<file path="config.mk">
export PLATFORM = sky130hd
export DESIGN_NAME = scc_top
export DESIGN_NICKNAME = d
export VERILOG_FILES = /design/src/logic/scc_pkg.sv /design/src/logic/scc_top.sv
export VERILOG_INCLUDE_DIRS = /design/src /design/src/logic
export SDC_FILE = /design/constraint.sdc
export NUM_CORES = 1
export LEC_CHECK = 0
export BUFFER_PORTS_ARGS = -buffer_cell sky130_fd_sc_hd__buf_4
export CORE_MARGIN = 2
export CORE_UTILIZATION = 64
export DETAILED_ROUTE_END_ITERATION = 8
export PLACE_DENSITY = 0.83
export SYNTH_ARGS = -nofsm -noshare
export SYNTH_HDL_FRONTEND = slang
export SYNTH_SLANG_ARGS = --single-unit
</file>
<file path="constraint.sdc">
create_clock -name CLK_I -period 8.4 [get_ports CLK_I]
set_input_delay 2.52 -clock CLK_I [delete_from_list [all_inputs] [get_ports CLK_I]]
set_output_delay 2.52 -clock CLK_I [all_outputs]
set_load 0.01 [all_outputs]
</file>
<file path="src/logic/scc_cfg.svh">
// Register map, field positions, reset values and timing figures of the capture/compare channel
// Contract
// - Frozen mode keeps the reference level
// - Modes 001/010 set high/low on match
// - Mode 011 toggles reference on every match
// - Modes 100/101 force reference low/high
// - PWM one: high while counter below compare
// - PWM two: low while counter below compare
// - PWM follows comparison, also leaving frozen mode
// - Preload off: compare writes act at once
// - Preload on: copy moves on update event
// - Trigger: slow path five cycles, fast three
// - Direction 00 output, 01 input one
// - Direction writes ignored while channel enabled
// - Filter code picks sample rate and count
// - Capture divider: every 1, 2, 4, 8 edges
// - Edge divider cleared while channel disabled
// - Polarity bit inverts reference onto pin
// - Polarity pair selects rising, falling or both
// - Disabled output drives 0, enable released
// - Enable bit gates captures in input mode
// - Prescaler divides by value plus one, loads on update
// - Capture copies counter into compare register
// - Capture sets flag; set flag marks overcapture
`ifndef SCC_CFG_SVH
`define SCC_CFG_SVH

// Byte addresses of the registers
`define SCC_OFS_CTRL    8'h00
`define SCC_OFS_STATUS  8'h10
`define SCC_OFS_EVGEN   8'h14
`define SCC_OFS_MODE    8'h18
`define SCC_OFS_ENPOL   8'h20
`define SCC_OFS_COUNT   8'h24
`define SCC_OFS_PRESC   8'h28
`define SCC_OFS_CMP     8'h34

// Control register fields
`define SCC_CTRL_RUN_BIT    0
`define SCC_CTRL_DTS_LSB    8
`define SCC_CTRL_DTS_MSB    9
// Status register fields
`define SCC_ST_CAP_BIT      1
`define SCC_ST_OVR_BIT      9
// Event generation fields
`define SCC_EV_UPD_BIT      0
`define SCC_EV_CAP_BIT      1
// Enable and polarity fields
`define SCC_EP_EN_BIT       0
`define SCC_EP_POL_BIT      1
`define SCC_EP_NPOL_BIT     3

// Reset values and counter top value
`define SCC_RST_16          16'h0000
`define SCC_RST_8           8'h00
`define SCC_CNT_TOP         16'hFFFF

// Direction codes
`define SCC_DIR_OUT         2'h0
`define SCC_DIR_IN          2'h1

// Polarity pair codes {complementary, polarity}
`define SCC_EDGE_RISE       2'h0
`define SCC_EDGE_FALL       2'h1
`define SCC_EDGE_BOTH       2'h3

// AXI response codes
`define SCC_RESP_OKAY       2'h0
`define SCC_RESP_SLVERR     2'h2

// Trigger to pin latency in clock cycles
`define SCC_TRIG_SLOW_CYC   5
`define SCC_TRIG_FAST_CYC   3

`endif

</file>
<file path="src/logic/scc_pkg.sv">
// Types shared by the capture/compare channel
package scc_pkg;

  // Reference waveform modes
  typedef enum logic [2:0] {
    SCC_FROZEN   = 3'h0,
    SCC_SET_HI   = 3'h1,
    SCC_SET_LO   = 3'h2,
    SCC_TOGGLE   = 3'h3,
    SCC_FORCE_LO = 3'h4,
    SCC_FORCE_HI = 3'h5,
    SCC_PWM_ONE  = 3'h6,
    SCC_PWM_TWO  = 3'h7
  } scc_mode_type;

  // Mode register viewed for output use
  typedef struct packed {
    logic         rsv;
    scc_mode_type out_mode_sel;
    logic         compare_preload_en;
    logic         fast_trigger_en;
    logic [1:0]   direction_sel;
  } scc_out_cfg_type;

  // Mode register viewed for input use
  typedef struct packed {
    logic [3:0] input_filter_sel;
    logic [1:0] capture_divider;
    logic [1:0] direction_sel;
  } scc_in_cfg_type;

  // Enable and polarity bits
  typedef struct packed {
    logic complementary_polarity;
    logic chan_polarity;
    logic chan_enable;
  } scc_enpol_type;

  // Filter setting: sample divider and sample count
  typedef struct packed {
    logic [7:0] div;
    logic [3:0] num;
  } scc_filt_type;

endpackage

</file>
<file path="src/logic/scc_top.sv">
// Single capture/compare channel with counter, prescaler and AXI4-Lite registers
`timescale 1ns/10ps
`include "scc_cfg.svh"

module scc_top #(
  parameter int FILT_DIV_W = 8  // Width of the filter sample divider
) (
  // Clock and reset
  input  wire logic        CLK_I,
  input  wire logic        NRST_I,
  // AXI4-Lite write address
  input  wire logic [7:0]  AWADDR_I,
  input  wire logic        AWVALID_I,
  output logic             AWREADY_O,
  // AXI4-Lite write data
  input  wire logic [31:0] WDATA_I,
  input  wire logic [3:0]  WSTRB_I,
  input  wire logic        WVALID_I,
  output logic             WREADY_O,
  // AXI4-Lite write response
  output logic [1:0]       BRESP_O,
  output logic             BVALID_O,
  input  wire logic        BREADY_I,
  // AXI4-Lite read address
  input  wire logic [7:0]  ARADDR_I,
  input  wire logic        ARVALID_I,
  output logic             ARREADY_O,
  // AXI4-Lite read data
  output logic [31:0]      RDATA_O,
  output logic [1:0]       RRESP_O,
  output logic             RVALID_O,
  input  wire logic        RREADY_I,
  // Channel pins
  input  wire logic        TIMER_INPUT_ONE_I,
  input  wire logic        TRIGGER_I,
  output logic             CHAN_OUT_PIN_O,
  output logic             OUTPUT_DRIVE_EN_N_O
);

  // Elaboration check of the divider width
  if (FILT_DIV_W < 8) begin : g_chk
    $error("FILT_DIV_W must be at least 8");
  end

  // Register state
  logic [7:0]              mode_ff;        // Raw mode register
  scc_pkg::scc_enpol_type  enpol_ff;       // Enable and polarity
  logic                    run_ff;         // Counter running
  logic [1:0]              dts_ff;         // Dead sample rate divider code
  logic [15:0]             cnt_ff;         // Counter value
  logic [15:0]             psc_pre_ff;     // Prescaler preload
  logic [15:0]             psc_act_ff;     // Active prescaler
  logic [15:0]             psc_div_ff;     // Prescaler counter
  logic [15:0]             cmp_pre_ff;     // Compare preload copy
  logic [15:0]             cmp_act_ff;     // Active compare value
  logic                    cap_flag_ff;    // Capture flag
  logic                    ovr_flag_ff;    // Overcapture flag
  logic                    ref_ff;         // Reference waveform
  // Bus state
  logic                    aw_hold_ff;     // Write address held
  logic [7:0]              aw_addr_ff;     // Held write address
  logic                    w_hold_ff;      // Write data held
  logic [31:0]             w_data_ff;      // Held write data
  logic [3:0]              w_strb_ff;      // Held byte strobes
  logic                    bvalid_ff;      // Response pending
  logic [1:0]              bresp_ff;       // Write response code
  logic                    rvalid_ff;      // Read data pending
  logic [31:0]             rdata_ff;       // Read data
  logic [1:0]              rresp_ff;       // Read response code
  // Pin state
  logic                    pin_ff;         // Output pin level
  logic                    oe_n_ff;        // Output enable, low drives
  logic [1:0]              ti_sync_ff;     // Input synchroniser
  logic [1:0]              tr_sync_ff;     // Trigger synchroniser
  logic                    tr_d_ff;        // Trigger last level
  logic                    tr_evt_ff;      // Trigger edge, slow path
  logic [FILT_DIV_W-1:0]   smp_cnt_ff;     // Filter sample divider
  logic [3:0]              flt_cnt_ff;     // Consecutive sample count
  logic                    flt_ff;         // Filtered input
  logic                    flt_d_ff;       // Filtered input last level
  logic [2:0]              edge_cnt_ff;    // Capture edge divider

  // Decoded views and events
  scc_pkg::scc_out_cfg_type oc;            // Output view of mode register
  scc_pkg::scc_in_cfg_type  ic;            // Input view of mode register
  scc_pkg::scc_filt_type    fset;          // Filter setting
  logic        do_wr;                      // Write performed this cycle
  logic        do_rd;                      // Read taken this cycle
  logic [15:0] wd16;                       // Low half of write data
  logic [1:0]  ws2;                        // Low strobes
  logic        wr_ctrl, wr_st, wr_ev, wr_mode, wr_ep, wr_cnt, wr_psc, wr_cmp;
  logic        is_out, is_in;              // Direction decode
  logic        tick;                       // Counter tick
  logic        upd;                        // Update event
  logic        ug;                         // Software update request
  logic        sw_cap;                     // Software capture request
  logic        tr_edge;                    // Trigger edge, fast path
  logic        match, below;               // Comparison results
  logic        nxt_ref;                    // Next reference level
  logic        edge_ok;                    // Valid input edge
  logic        capture;                    // Capture this cycle
  logic        rd_cmp;                     // Compare register read
  logic        addr_ok_w;                  // Write address mapped
  logic [2:0]  edge_last;                  // Edge divider terminal value
  logic [15:0] rd_mux;                     // Read data selection
  logic        rd_ok;                      // Read address mapped

  assign oc = scc_pkg::scc_out_cfg_type'(mode_ff);
  assign ic = scc_pkg::scc_in_cfg_type'(mode_ff);
  assign is_out = oc.direction_sel == `SCC_DIR_OUT;
  assign is_in  = oc.direction_sel == `SCC_DIR_IN;

  // Byte-lane merge of a 16-bit register
  function automatic logic [15:0] merge16(input logic [15:0] old, input logic [15:0] d,
                                          input logic [1:0] s);
    merge16 = {s[1] ? d[15:8] : old[15:8], s[0] ? d[7:0] : old[7:0]};
  endfunction

  // Filter table: divider in clock cycles and sample count
  function automatic scc_pkg::scc_filt_type filt_lookup(input logic [3:0] code,
                                                        input logic [1:0] dts);
    logic [7:0] base;
    base = 8'h01 << dts;
    filt_lookup.num = 4'h8;
    unique case (code)
      4'h0: begin filt_lookup.div = base;       filt_lookup.num = 4'h1; end
      4'h1: begin filt_lookup.div = 8'h01;      filt_lookup.num = 4'h2; end
      4'h2: begin filt_lookup.div = 8'h01;      filt_lookup.num = 4'h4; end
      4'h3: begin filt_lookup.div = 8'h01;      filt_lookup.num = 4'h8; end
      4'h4: begin filt_lookup.div = base << 1;  filt_lookup.num = 4'h6; end
      4'h5: begin filt_lookup.div = base << 1;  filt_lookup.num = 4'h8; end
      4'h6: begin filt_lookup.div = base << 2;  filt_lookup.num = 4'h6; end
      4'h7: begin filt_lookup.div = base << 2;  filt_lookup.num = 4'h8; end
      4'h8: begin filt_lookup.div = base << 3;  filt_lookup.num = 4'h6; end
      4'h9: begin filt_lookup.div = base << 3;  filt_lookup.num = 4'h8; end
      4'hA: begin filt_lookup.div = base << 4;  filt_lookup.num = 4'h5; end
      4'hB: begin filt_lookup.div = base << 4;  filt_lookup.num = 4'h6; end
      4'hC: begin filt_lookup.div = base << 4;  filt_lookup.num = 4'h8; end
      4'hD: begin filt_lookup.div = base << 5;  filt_lookup.num = 4'h5; end
      4'hE: begin filt_lookup.div = base << 5;  filt_lookup.num = 4'h6; end
      4'hF: begin filt_lookup.div = base << 5;  filt_lookup.num = 4'h8; end
    endcase
  endfunction

  // ---- AXI4-Lite slave ----
  assign AWREADY_O = !aw_hold_ff && !bvalid_ff;
  assign WREADY_O  = !w_hold_ff && !bvalid_ff;
  assign ARREADY_O = !rvalid_ff;
  assign BVALID_O  = bvalid_ff;
  assign BRESP_O   = bresp_ff;
  assign RVALID_O  = rvalid_ff;
  assign RDATA_O   = rdata_ff;
  assign RRESP_O   = rresp_ff;

  assign do_wr = aw_hold_ff && w_hold_ff && !bvalid_ff;
  assign do_rd = ARVALID_I && !rvalid_ff;
  assign wd16  = w_data_ff[15:0];
  assign ws2   = w_strb_ff[1:0];
  assign wr_ctrl = do_wr && aw_addr_ff == `SCC_OFS_CTRL;
  assign wr_st   = do_wr && aw_addr_ff == `SCC_OFS_STATUS;
  assign wr_ev   = do_wr && aw_addr_ff == `SCC_OFS_EVGEN;
  assign wr_mode = do_wr && aw_addr_ff == `SCC_OFS_MODE;
  assign wr_ep   = do_wr && aw_addr_ff == `SCC_OFS_ENPOL;
  assign wr_cnt  = do_wr && aw_addr_ff == `SCC_OFS_COUNT;
  assign wr_psc  = do_wr && aw_addr_ff == `SCC_OFS_PRESC;
  assign wr_cmp  = do_wr && aw_addr_ff == `SCC_OFS_CMP;
  assign addr_ok_w = wr_ctrl | wr_st | wr_ev | wr_mode | wr_ep | wr_cnt | wr_psc | wr_cmp;

  // Address and data capture, taken in either order
  always_ff @(posedge CLK_I or negedge NRST_I) begin
    if (!NRST_I) begin
      aw_hold_ff <= 1'b0;
      aw_addr_ff <= `SCC_RST_8;
      w_hold_ff  <= 1'b0;
      w_data_ff  <= 32'h0000_0000;
      w_strb_ff  <= 4'h0;
    end else begin
      if (AWVALID_I && AWREADY_O) begin
        aw_hold_ff <= 1'b1;
        aw_addr_ff <= {AWADDR_I[7:2], 2'h0};
      end else if (do_wr) begin
        aw_hold_ff <= 1'b0;
      end
      if (WVALID_I && WREADY_O) begin
        w_hold_ff <= 1'b1;
        w_data_ff <= WDATA_I;
        w_strb_ff <= WSTRB_I;
      end else if (do_wr) begin
        w_hold_ff <= 1'b0;
      end
    end
  end

  // Write response, error for unmapped address
  always_ff @(posedge CLK_I or negedge NRST_I) begin
    if (!NRST_I) begin
      bvalid_ff <= 1'b0;
      bresp_ff  <= `SCC_RESP_OKAY;
    end else if (do_wr) begin
      bvalid_ff <= 1'b1;
      bresp_ff  <= addr_ok_w ? `SCC_RESP_OKAY : `SCC_RESP_SLVERR;
    end else if (BREADY_I) begin
      bvalid_ff <= 1'b0;
    end
  end

  // Read data selection
  always_comb begin
    rd_ok  = 1'b1;
    rd_mux = `SCC_RST_16;
    unique case ({ARADDR_I[7:2], 2'h0})
      `SCC_OFS_CTRL:   begin
        rd_mux[`SCC_CTRL_RUN_BIT] = run_ff;
        rd_mux[`SCC_CTRL_DTS_MSB:`SCC_CTRL_DTS_LSB] = dts_ff;
      end
      `SCC_OFS_STATUS: begin
        rd_mux[`SCC_ST_CAP_BIT] = cap_flag_ff;
        rd_mux[`SCC_ST_OVR_BIT] = ovr_flag_ff;
      end
      `SCC_OFS_EVGEN:  rd_mux = `SCC_RST_16;
      `SCC_OFS_MODE:   rd_mux = {8'h00, mode_ff};
      `SCC_OFS_ENPOL:  begin
        rd_mux[`SCC_EP_EN_BIT]   = enpol_ff.chan_enable;
        rd_mux[`SCC_EP_POL_BIT]  = enpol_ff.chan_polarity;
        rd_mux[`SCC_EP_NPOL_BIT] = enpol_ff.complementary_polarity;
      end
      `SCC_OFS_COUNT:  rd_mux = cnt_ff;
      `SCC_OFS_PRESC:  rd_mux = psc_pre_ff;
      `SCC_OFS_CMP:    rd_mux = cmp_pre_ff;
      default:         rd_ok  = 1'b0;
    endcase
  end
  assign rd_cmp = do_rd && {ARADDR_I[7:2], 2'h0} == `SCC_OFS_CMP;

  // Read answer, held until the master takes it
  always_ff @(posedge CLK_I or negedge NRST_I) begin
    if (!NRST_I) begin
      rvalid_ff <= 1'b0;
      rdata_ff  <= 32'h0000_0000;
      rresp_ff  <= `SCC_RESP_OKAY;
    end else if (do_rd) begin
      rvalid_ff <= 1'b1;
      rdata_ff  <= {16'h0000, rd_mux};
      rresp_ff  <= rd_ok ? `SCC_RESP_OKAY : `SCC_RESP_SLVERR;
    end else if (RREADY_I) begin
      rvalid_ff <= 1'b0;
    end
  end

  // ---- Configuration registers ----
  assign ug     = wr_ev && ws2[0] && wd16[`SCC_EV_UPD_BIT];
  assign sw_cap = wr_ev && ws2[0] && wd16[`SCC_EV_CAP_BIT];

  // Control, mode and enable registers
  always_ff @(posedge CLK_I or negedge NRST_I) begin
    if (!NRST_I) begin
      run_ff   <= 1'b0;
      dts_ff   <= 2'h0;
      mode_ff  <= `SCC_RST_8;
      enpol_ff <= '0;
    end else begin
      if (wr_ctrl && ws2[0]) run_ff <= wd16[`SCC_CTRL_RUN_BIT];
      if (wr_ctrl && ws2[1]) dts_ff <= wd16[`SCC_CTRL_DTS_MSB:`SCC_CTRL_DTS_LSB];
      if (wr_mode && ws2[0]) begin
        mode_ff[7:2] <= wd16[7:2];
        if (!enpol_ff.chan_enable) mode_ff[1:0] <= wd16[1:0];
      end
      if (wr_ep && ws2[0]) begin
        enpol_ff.chan_enable            <= wd16[`SCC_EP_EN_BIT];
        enpol_ff.chan_polarity          <= wd16[`SCC_EP_POL_BIT];
        enpol_ff.complementary_polarity <= wd16[`SCC_EP_NPOL_BIT];
      end
    end
  end

  // ---- Time base ----
  assign tick = psc_div_ff == psc_act_ff;
  assign upd  = ug || tr_evt_ff || (run_ff && tick && cnt_ff == `SCC_CNT_TOP);

  // Prescaler counter and active prescaler
  always_ff @(posedge CLK_I or negedge NRST_I) begin
    if (!NRST_I) begin
      psc_pre_ff <= `SCC_RST_16;
      psc_act_ff <= `SCC_RST_16;
      psc_div_ff <= `SCC_RST_16;
    end else begin
      if (wr_psc) psc_pre_ff <= merge16(psc_pre_ff, wd16, ws2);
      if (upd) psc_act_ff <= psc_pre_ff;
      if (ug || tr_evt_ff || tick) psc_div_ff <= `SCC_RST_16;
      else if (run_ff) psc_div_ff <= psc_div_ff + 16'h0001;
    end
  end

  // Counter: cleared by update request or slow trigger path
  always_ff @(posedge CLK_I or negedge NRST_I) begin
    if (!NRST_I) begin
      cnt_ff <= `SCC_RST_16;
    end else if (ug || tr_evt_ff) begin
      cnt_ff <= `SCC_RST_16;
    end else if (wr_cnt) begin
      cnt_ff <= merge16(cnt_ff, wd16, ws2);
    end else if (run_ff && tick) begin
      cnt_ff <= cnt_ff + 16'h0001;
    end
  end

  // ---- Trigger input ----
  always_ff @(posedge CLK_I or negedge NRST_I) begin
    if (!NRST_I) begin
      tr_sync_ff <= 2'h0;
      tr_d_ff    <= 1'b0;
      tr_evt_ff  <= 1'b0;
    end else begin
      tr_sync_ff <= {tr_sync_ff[0], TRIGGER_I};
      tr_d_ff    <= tr_sync_ff[1];
      tr_evt_ff  <= tr_edge;
    end
  end
  assign tr_edge = tr_sync_ff[1] && !tr_d_ff;

  // ---- Compare register ----
  always_ff @(posedge CLK_I or negedge NRST_I) begin
    if (!NRST_I) begin
      cmp_pre_ff <= `SCC_RST_16;
      cmp_act_ff <= `SCC_RST_16;
    end else if (capture) begin
      cmp_pre_ff <= cnt_ff;
      cmp_act_ff <= cnt_ff;
    end else if (wr_cmp) begin
      cmp_pre_ff <= merge16(cmp_pre_ff, wd16, ws2);
      if (!oc.compare_preload_en) cmp_act_ff <= merge16(cmp_pre_ff, wd16, ws2);
    end else if (upd && oc.compare_preload_en) begin
      cmp_act_ff <= cmp_pre_ff;
    end
  end

  // ---- Reference waveform ----
  assign match = cnt_ff == cmp_act_ff;
  assign below = cnt_ff < cmp_act_ff;

  // Next reference level by mode
  always_comb begin
    nxt_ref = ref_ff;
    unique case (oc.out_mode_sel)
      scc_pkg::SCC_FROZEN:   nxt_ref = ref_ff;
      scc_pkg::SCC_SET_HI:   if (match) nxt_ref = 1'b1;
      scc_pkg::SCC_SET_LO:   if (match) nxt_ref = 1'b0;
      scc_pkg::SCC_TOGGLE:   if (match) nxt_ref = !ref_ff;
      scc_pkg::SCC_FORCE_LO: nxt_ref = 1'b0;
      scc_pkg::SCC_FORCE_HI: nxt_ref = 1'b1;
      scc_pkg::SCC_PWM_ONE:  nxt_ref = (oc.fast_trigger_en && tr_edge) ? 1'b0 : below;
      scc_pkg::SCC_PWM_TWO:  nxt_ref = (oc.fast_trigger_en && tr_edge) ? 1'b1 : !below;
    endcase
  end

  // Reference and pin registers; pin follows next level for the fast path
  always_ff @(posedge CLK_I or negedge NRST_I) begin
    if (!NRST_I) begin
      ref_ff  <= 1'b0;
      pin_ff  <= 1'b0;
      oe_n_ff <= 1'b1;
    end else begin
      ref_ff <= nxt_ref;
      if (is_out && enpol_ff.chan_enable) begin
        pin_ff  <= nxt_ref ^ enpol_ff.chan_polarity;
        oe_n_ff <= 1'b0;
      end else begin
        pin_ff  <= 1'b0;
        oe_n_ff <= 1'b1;
      end
    end
  end
  assign CHAN_OUT_PIN_O      = pin_ff;
  assign OUTPUT_DRIVE_EN_N_O = oe_n_ff;

  // ---- Input filter ----
  assign fset = filt_lookup(ic.input_filter_sel, dts_ff);

  always_ff @(posedge CLK_I or negedge NRST_I) begin
    if (!NRST_I) begin
      ti_sync_ff <= 2'h0;
      smp_cnt_ff <= '0;
      flt_cnt_ff <= 4'h0;
      flt_ff     <= 1'b0;
      flt_d_ff   <= 1'b0;
    end else begin
      ti_sync_ff <= {ti_sync_ff[0], TIMER_INPUT_ONE_I};
      flt_d_ff   <= flt_ff;
      if (smp_cnt_ff >= FILT_DIV_W'(fset.div - 8'h01)) begin
        smp_cnt_ff <= '0;
        if (ti_sync_ff[1] == flt_ff) begin
          flt_cnt_ff <= 4'h0;
        end else if (flt_cnt_ff + 4'h1 >= fset.num) begin
          flt_ff     <= ti_sync_ff[1];
          flt_cnt_ff <= 4'h0;
        end else begin
          flt_cnt_ff <= flt_cnt_ff + 4'h1;
        end
      end else begin
        smp_cnt_ff <= smp_cnt_ff + FILT_DIV_W'(1);
      end
    end
  end

  // ---- Edge selection and capture divider ----
  always_comb begin
    unique case ({enpol_ff.complementary_polarity, enpol_ff.chan_polarity})
      `SCC_EDGE_FALL: edge_ok = !flt_ff && flt_d_ff;
      `SCC_EDGE_BOTH: edge_ok = flt_ff != flt_d_ff;
      default:        edge_ok = flt_ff && !flt_d_ff;
    endcase
  end
  assign edge_last = (3'h1 << ic.capture_divider) - 3'h1;

  always_ff @(posedge CLK_I or negedge NRST_I) begin
    if (!NRST_I) begin
      edge_cnt_ff <= 3'h0;
    end else if (!enpol_ff.chan_enable) begin
      edge_cnt_ff <= 3'h0;
    end else if (is_in && edge_ok) begin
      edge_cnt_ff <= (edge_cnt_ff >= edge_last) ? 3'h0 : edge_cnt_ff + 3'h1;
    end
  end

  assign capture = is_in && enpol_ff.chan_enable &&
                   ((edge_ok && edge_cnt_ff >= edge_last) || sw_cap);

  // ---- Flags: a set wins over a clear in the same cycle ----
  always_ff @(posedge CLK_I or negedge NRST_I) begin
    if (!NRST_I) begin
      cap_flag_ff <= 1'b0;
      ovr_flag_ff <= 1'b0;
    end else begin
      if (capture || (is_out && (match || sw_cap))) cap_flag_ff <= 1'b1;
      else if (rd_cmp && is_in) cap_flag_ff <= 1'b0;
      else if (wr_st && ws2[0] && !wd16[`SCC_ST_CAP_BIT]) cap_flag_ff <= 1'b0;
      if (capture && cap_flag_ff) ovr_flag_ff <= 1'b1;
      else if (wr_st && ws2[1] && !wd16[`SCC_ST_OVR_BIT]) ovr_flag_ff <= 1'b0;
    end
  end

endmodule

</file>
* Yosys cells after proc, flatten, opt, wreduce, memory -nomap -nowiden
Index checks and enable logic that the tools add are counted.
** Cells by class
- Equality and inequality tests :: 48
- Multiplexer cells :: 54
- Add/subtract/negate cells :: 7
- Order comparisons :: 4
- Bitwise gates (word level) :: 10
- Shift operators :: 2
- Reduce and logical (&&, ||, !) cells :: 82
** Operators with widths (number)
- one-hot mux 12 bit (16 select lines) :: 1
- 2-to-1 mux 16 bit :: 11
- equality test 6 x 4 -> 1 bit, second input constant :: 8
- logical AND 1 bit :: 42
- 2-to-1 mux 8 bit :: 5
- equality test 6 x 3 -> 1 bit, second input constant :: 6
- adder 16 x 1 -> 16 bit, second input constant :: 2
- equality test 16 bit :: 2
- equality test 4 bit, second input constant :: 8
- 2-to-1 mux 1 bit :: 20
- one-hot mux 6 bit (3 select lines) :: 1
- equality test 16 bit, second input constant :: 1
- equality test 4 x 3 -> 1 bit, second input constant :: 4
- < comparator 16 bit :: 1
- one-hot mux 4 bit (4 select lines) :: 1
- nonzero test 2 bit :: 7
- equality test 3 bit, second input constant :: 4
- one-hot mux 1 bit (6 select lines) :: 2
- AND reduction 2 bit :: 6
- logical NOT 1 bit :: 11
- one-hot mux 1 bit (5 select lines) :: 2
- 2-to-1 mux 3 bit :: 3
- inequality test 3 x 2 -> 1 bit, second input constant :: 3
- nonzero test 3 bit :: 3
- 35 further kinds :: 53
** Word-level totals
- Output and inout bits :: 43
- Logic and storage cells :: 246
- Register bits :: 186

* Logic depth before layout (Yosys ltp)
- Word-level depth :: 11
- Gate-level depth with buffers :: 14
- Gate-level depth less buffers :: 12

* Worst setup path after synthesis
OpenSTA, ideal clock, no wires.
- Kind :: input -> register
- Start point :: input port ARADDR_I[4]
- End point :: register rdata_ff[6] (netlist: RDATA_O[6])
- Setup slack :: 4.461 ns
- Required time :: 8.334 ns
- Stages on the path :: 7
- Path buffers :: 1
- Arrival :: 3.873 ns
- Library setup time :: 0.066 ns
- Path through :: nor4b_1 and2_1 buf_1 a22oi_1 nand2_1 o21ai_0 nand2_1
** On the way
- Word-level cells in the longest chain between the ends :: 2
- Elaborated cells on any way between the ends :: 5
- Classes of those cells :: eq/ne: 4; mux: 1
** Ends and longest elaborated chain
- start, declared :: line scc_top.sv:25 : input wire logic [7:0] ARADDR_I,
- equality test 6 x 4 -> 1 bit / equality test 6 x 3 -> 1 bit (equally long branches) :: line scc_top.sv:211 : unique case ({ARADDR_I[7:2], 2'h0})
- one-hot mux 4 bit (4 select lines) (*) :: line scc_top.sv:211
- end signal, assigned :: line scc_top.sv:243 : rdata_ff <= {16'h0000, rd_mux};
- end, declared :: line scc_top.sv:68 : logic [31:0] rdata_ff;
Every way passes the cells marked *; elsewhere a longest branch is shown, timed or not.
A chain may end at the register's enable or synchronous reset.

* Final worst setup path
- Start point :: input port ARADDR_I[4]
- End point :: register rdata_ff[8] (netlist: RDATA_O[8])
** On the way
- Word-level cells in the longest chain between the ends :: 2
- Elaborated cells on any way between the ends :: 5
- Classes of those cells :: eq/ne: 3; mux: 1; reduce/logical: 1
** Ends and longest elaborated chain (line)
- equality test 6 x 4 -> 1 bit / logical NOT 6 bit (equally long branches) :: scc_top.sv:211
- one-hot mux 1 bit (4 select lines) (*) :: scc_top.sv:211
Marks and branches as above.

==> results.cfg <==
[run_status]
status = finished, final reports clean

[route]
firstDrtPassIters = 6
ant_nets = 0
wl_per_cell_um = 19.67
vias = 7840
drt_iter0_drc = 1015
wl_um = 24630
vias_per_cell = 6.262
drcViolationCount = 0

[timing]
finalHoldViolCount = 0
drv_slew = 0
rsz0062_at_grt = false
slew_headroom_pct = 40.97
fin_crit_ns = 4.523
setup_viol = 0
skew_ns = 0.01136
fin_ws_ns = 3.877
final.setup.tns_ns = 0
fmax_mhz = 221.1
fin_crit_sh_pct = 53.85
worstMarginPinSlew_ns = 0.8631

[synthesis]
synth_seq_cells = 184
synth.top_cells.by_count = dfrtp_1 (183), mux2_2 (100), nand2_1 (81), nor2_1 (63), o21ai_0 (59)
synth-main-ff-cell = dfrtp_1
synth_edf_count = 0
netlist.area_leader.share_pct = 44.92
yosysSeqAreaShare_pct = 45.18
yosys_warnings = 0
synth_largest_area_cell = dfrtp_1
synthCells = 979
avgSynthCellArea_um2 = 10.41
yosysMostFrequentCell = dfrtp_1
synth_cell_types = 78
syn_area_mm2 = 0.01019
synthTopCellsByArea = dfrtp_1 (45%), mux2_2 (11%), ha_1 (5.0%)
async_reset_ff_share_pct = 100.0

[cts]
cts_setup_buffers = 0
cts_resized = 0
cts_sinks = 184
cts_buffers = 17
root_buffer = clkbuf_16
clk_latency_ns = 0.43
clk_path_buf_depth = 2
path_clk_slew_ns = 0.07
ctsHoldBuffers = 0
htreeDepth = 4
cts_tree = yes

[worst_setup_path]
arrival_ns = 4.89
critPathRequiredTime_ns = 8.77
max_stage_delay_ns = 0.69
end_kind = flip-flop
path_class = primary input to flip-flop
worstSetupStartpoint = ARADDR_I[4]
worstPathMaxFanout = 13
critPathSlowestCell = nor4b_1
path_cells = buf_4 -> nor4b_1 -> and3b_1 -> nor3_1 -> nor2_1 -> a22oi_1 -> nand2_1
startpoint_type = primary input
r2r-start = flt_ff

[worst_hold_path]
hold_path_startpoint = ti_sync_ff[0]
hp-class = flip-flop to flip-flop

[die]
io_pins = 104
initial_utilization_pct = 64.88
die_width_um = 130.2
dieArea_mm2 = 0.01695
core_area_mm2 = 0.01571
rows = 46
die_h_um = 130.2

[global_route]
gr-usage-all-layers_pct = 30.41
antenna_found_initial = 0
grt_overflow = 0
grt_max_degree = 81
grt_pass1_wl_um = 39530
grt_pass1_vias = 7685

[final_layout]
antennaDiodeCount = 0
area_growth_pct = 10.84
drive_gt1_share_pct = 22.30
finalNetCount = 1126

[placement]
pre_cts_ws_ns = 3.546
port_buffers = 63
place_hpwl_um = 17380
gp_congestion = 0.9382

[job]
cap_violations = 0

[power]
irDropWorstVdd_v = 0.0002754
power_density_mw_per_mm2 = 301.7
leakage_uw = 0.005361
[report_power, final]
| part | internal, uW | switching, uW |
|---|---|---|
| sequential | 1080 | 294 |
| clock | 451 | 328 |
| combinational | 563 | 694 |
| total | 2090 | 1320 |
[placed cells by master, fill, tap and decap left out, types with 10 or more instances in the layout]
| cell | count |
|---|---|
| xor2_1 | 28 |
| dfrtp_1 | 183 |
| mux2_4 | 10 |
| nand3_1 | 28 |
| nor2b_1 | 14 |
| nor3_1 | 10 |
| a2bb2oi_1 | 10 |
| conb_1 | 18 |
| nand4_1 | 18 |
| buf_4 | 68 |
| mux2i_1 | 16 |
| nor4_1 | 10 |
| o21ai_0 | 59 |
| nor2_1 | 63 |
| a22oi_1 | 13 |
| clkbuf_16 | 17 |
| xnor2_1 | 13 |
| inv_1 | 40 |
| nand2_1 | 81 |
| mux2_2 | 100 |
| a21oi_1 | 29 |
| ha_1 | 41 |
[through the flow]
step	hold slack, ns	cell area [um^2]	util [%]	power [uW]	std cells
2_1_floorplan	0.3312	10260	-	2232	996
3_3_place_gp	0.3322	10730	68.32	2545	1221
3_5_place_dp	0.3356	10730	68.32	2599	1221
4_1_cts	0.3503	11300	71.91	3401	1252
5_1_grt	0.3583	11300	71.91	3608	1252
6_report	0.3470	11300	71.91	3409	1252
[layout make-up]
type / count / area [um^2]
Tap cell: 216 / 270.3
Clock buffer: 23 / 467.9
Multi-Input combinational cell: 712 / 5186
Inverter: 40 / 150.1
Clock inverter: 8 / 97.59
Timing Repair Buffer: 69 / 521.8
Fill cell: 1159 / 4413
Sequential cell: 184 / 4606
[cells by family (layout without fill, tap and decap cells)]
| family | count (synthesis) | in the layout | synth area share (%) |
|---|---|---|---|
| flops | 184 | 184 | 45.18 |
| other cells | 1 | 18 | 0.03678 |
| fa+ha+maj | 42 | 42 | 5.130 |
| xor+xnor | 41 | 41 | 3.522 |
| mux | 126 | 126 | 14.09 |
| compound gates | 191 | 191 | 12.63 |
| buf+inv | 100 | 140 | 4.578 |
| simple gates | 294 | 294 | 14.84 |
[worst paths after layout]
path                             endpoint  slack (ns)  cells past startpoint
max                            RDATA_O[8]        3.88                      7
min                         ti_sync_ff[1]        0.35                      0
max reg2reg                 cmp_act_ff[0]        4.91                     10
min reg2reg                 ti_sync_ff[1]        0.35                      0
max in group asynchronous   psc_div_ff[4]        5.02                      2
min in group asynchronous  psc_div_ff[12]        2.13                      1
[worst max-delay path: cells and delay by family]
| kind | cells | cell delay [ns] |
|---|---|---|
| AOI/OAI and AO/OA | 1 | 0.15 |
| and+or+nand+nor | 5 | 2.07 |
| buffers and inverters | 1 | 0.13 |
[registers in the layout (all words and copies together) (netlist names), 6 cells and up]
signal      flops
psc_div_ff     16
cmp_act_ff     16
psc_act_ff     16
cnt_ff         16
psc_pre_ff     16
cmp_pre_ff     16
smp_cnt_ff      8
RDATA_O        16
ic              8
aw_addr_ff      6
w_data_ff      16
[routing by layer]
layer | global-route usage, % | part of all wire (%)
met2 | 48.01 | 47
met3 | 8.036 | 7.2
met1 | 39.33 | 42
met5 | 0 | 0
met4 | 14.48 | 3.9
No activity file was read; power rests on OpenSTA's default activity.
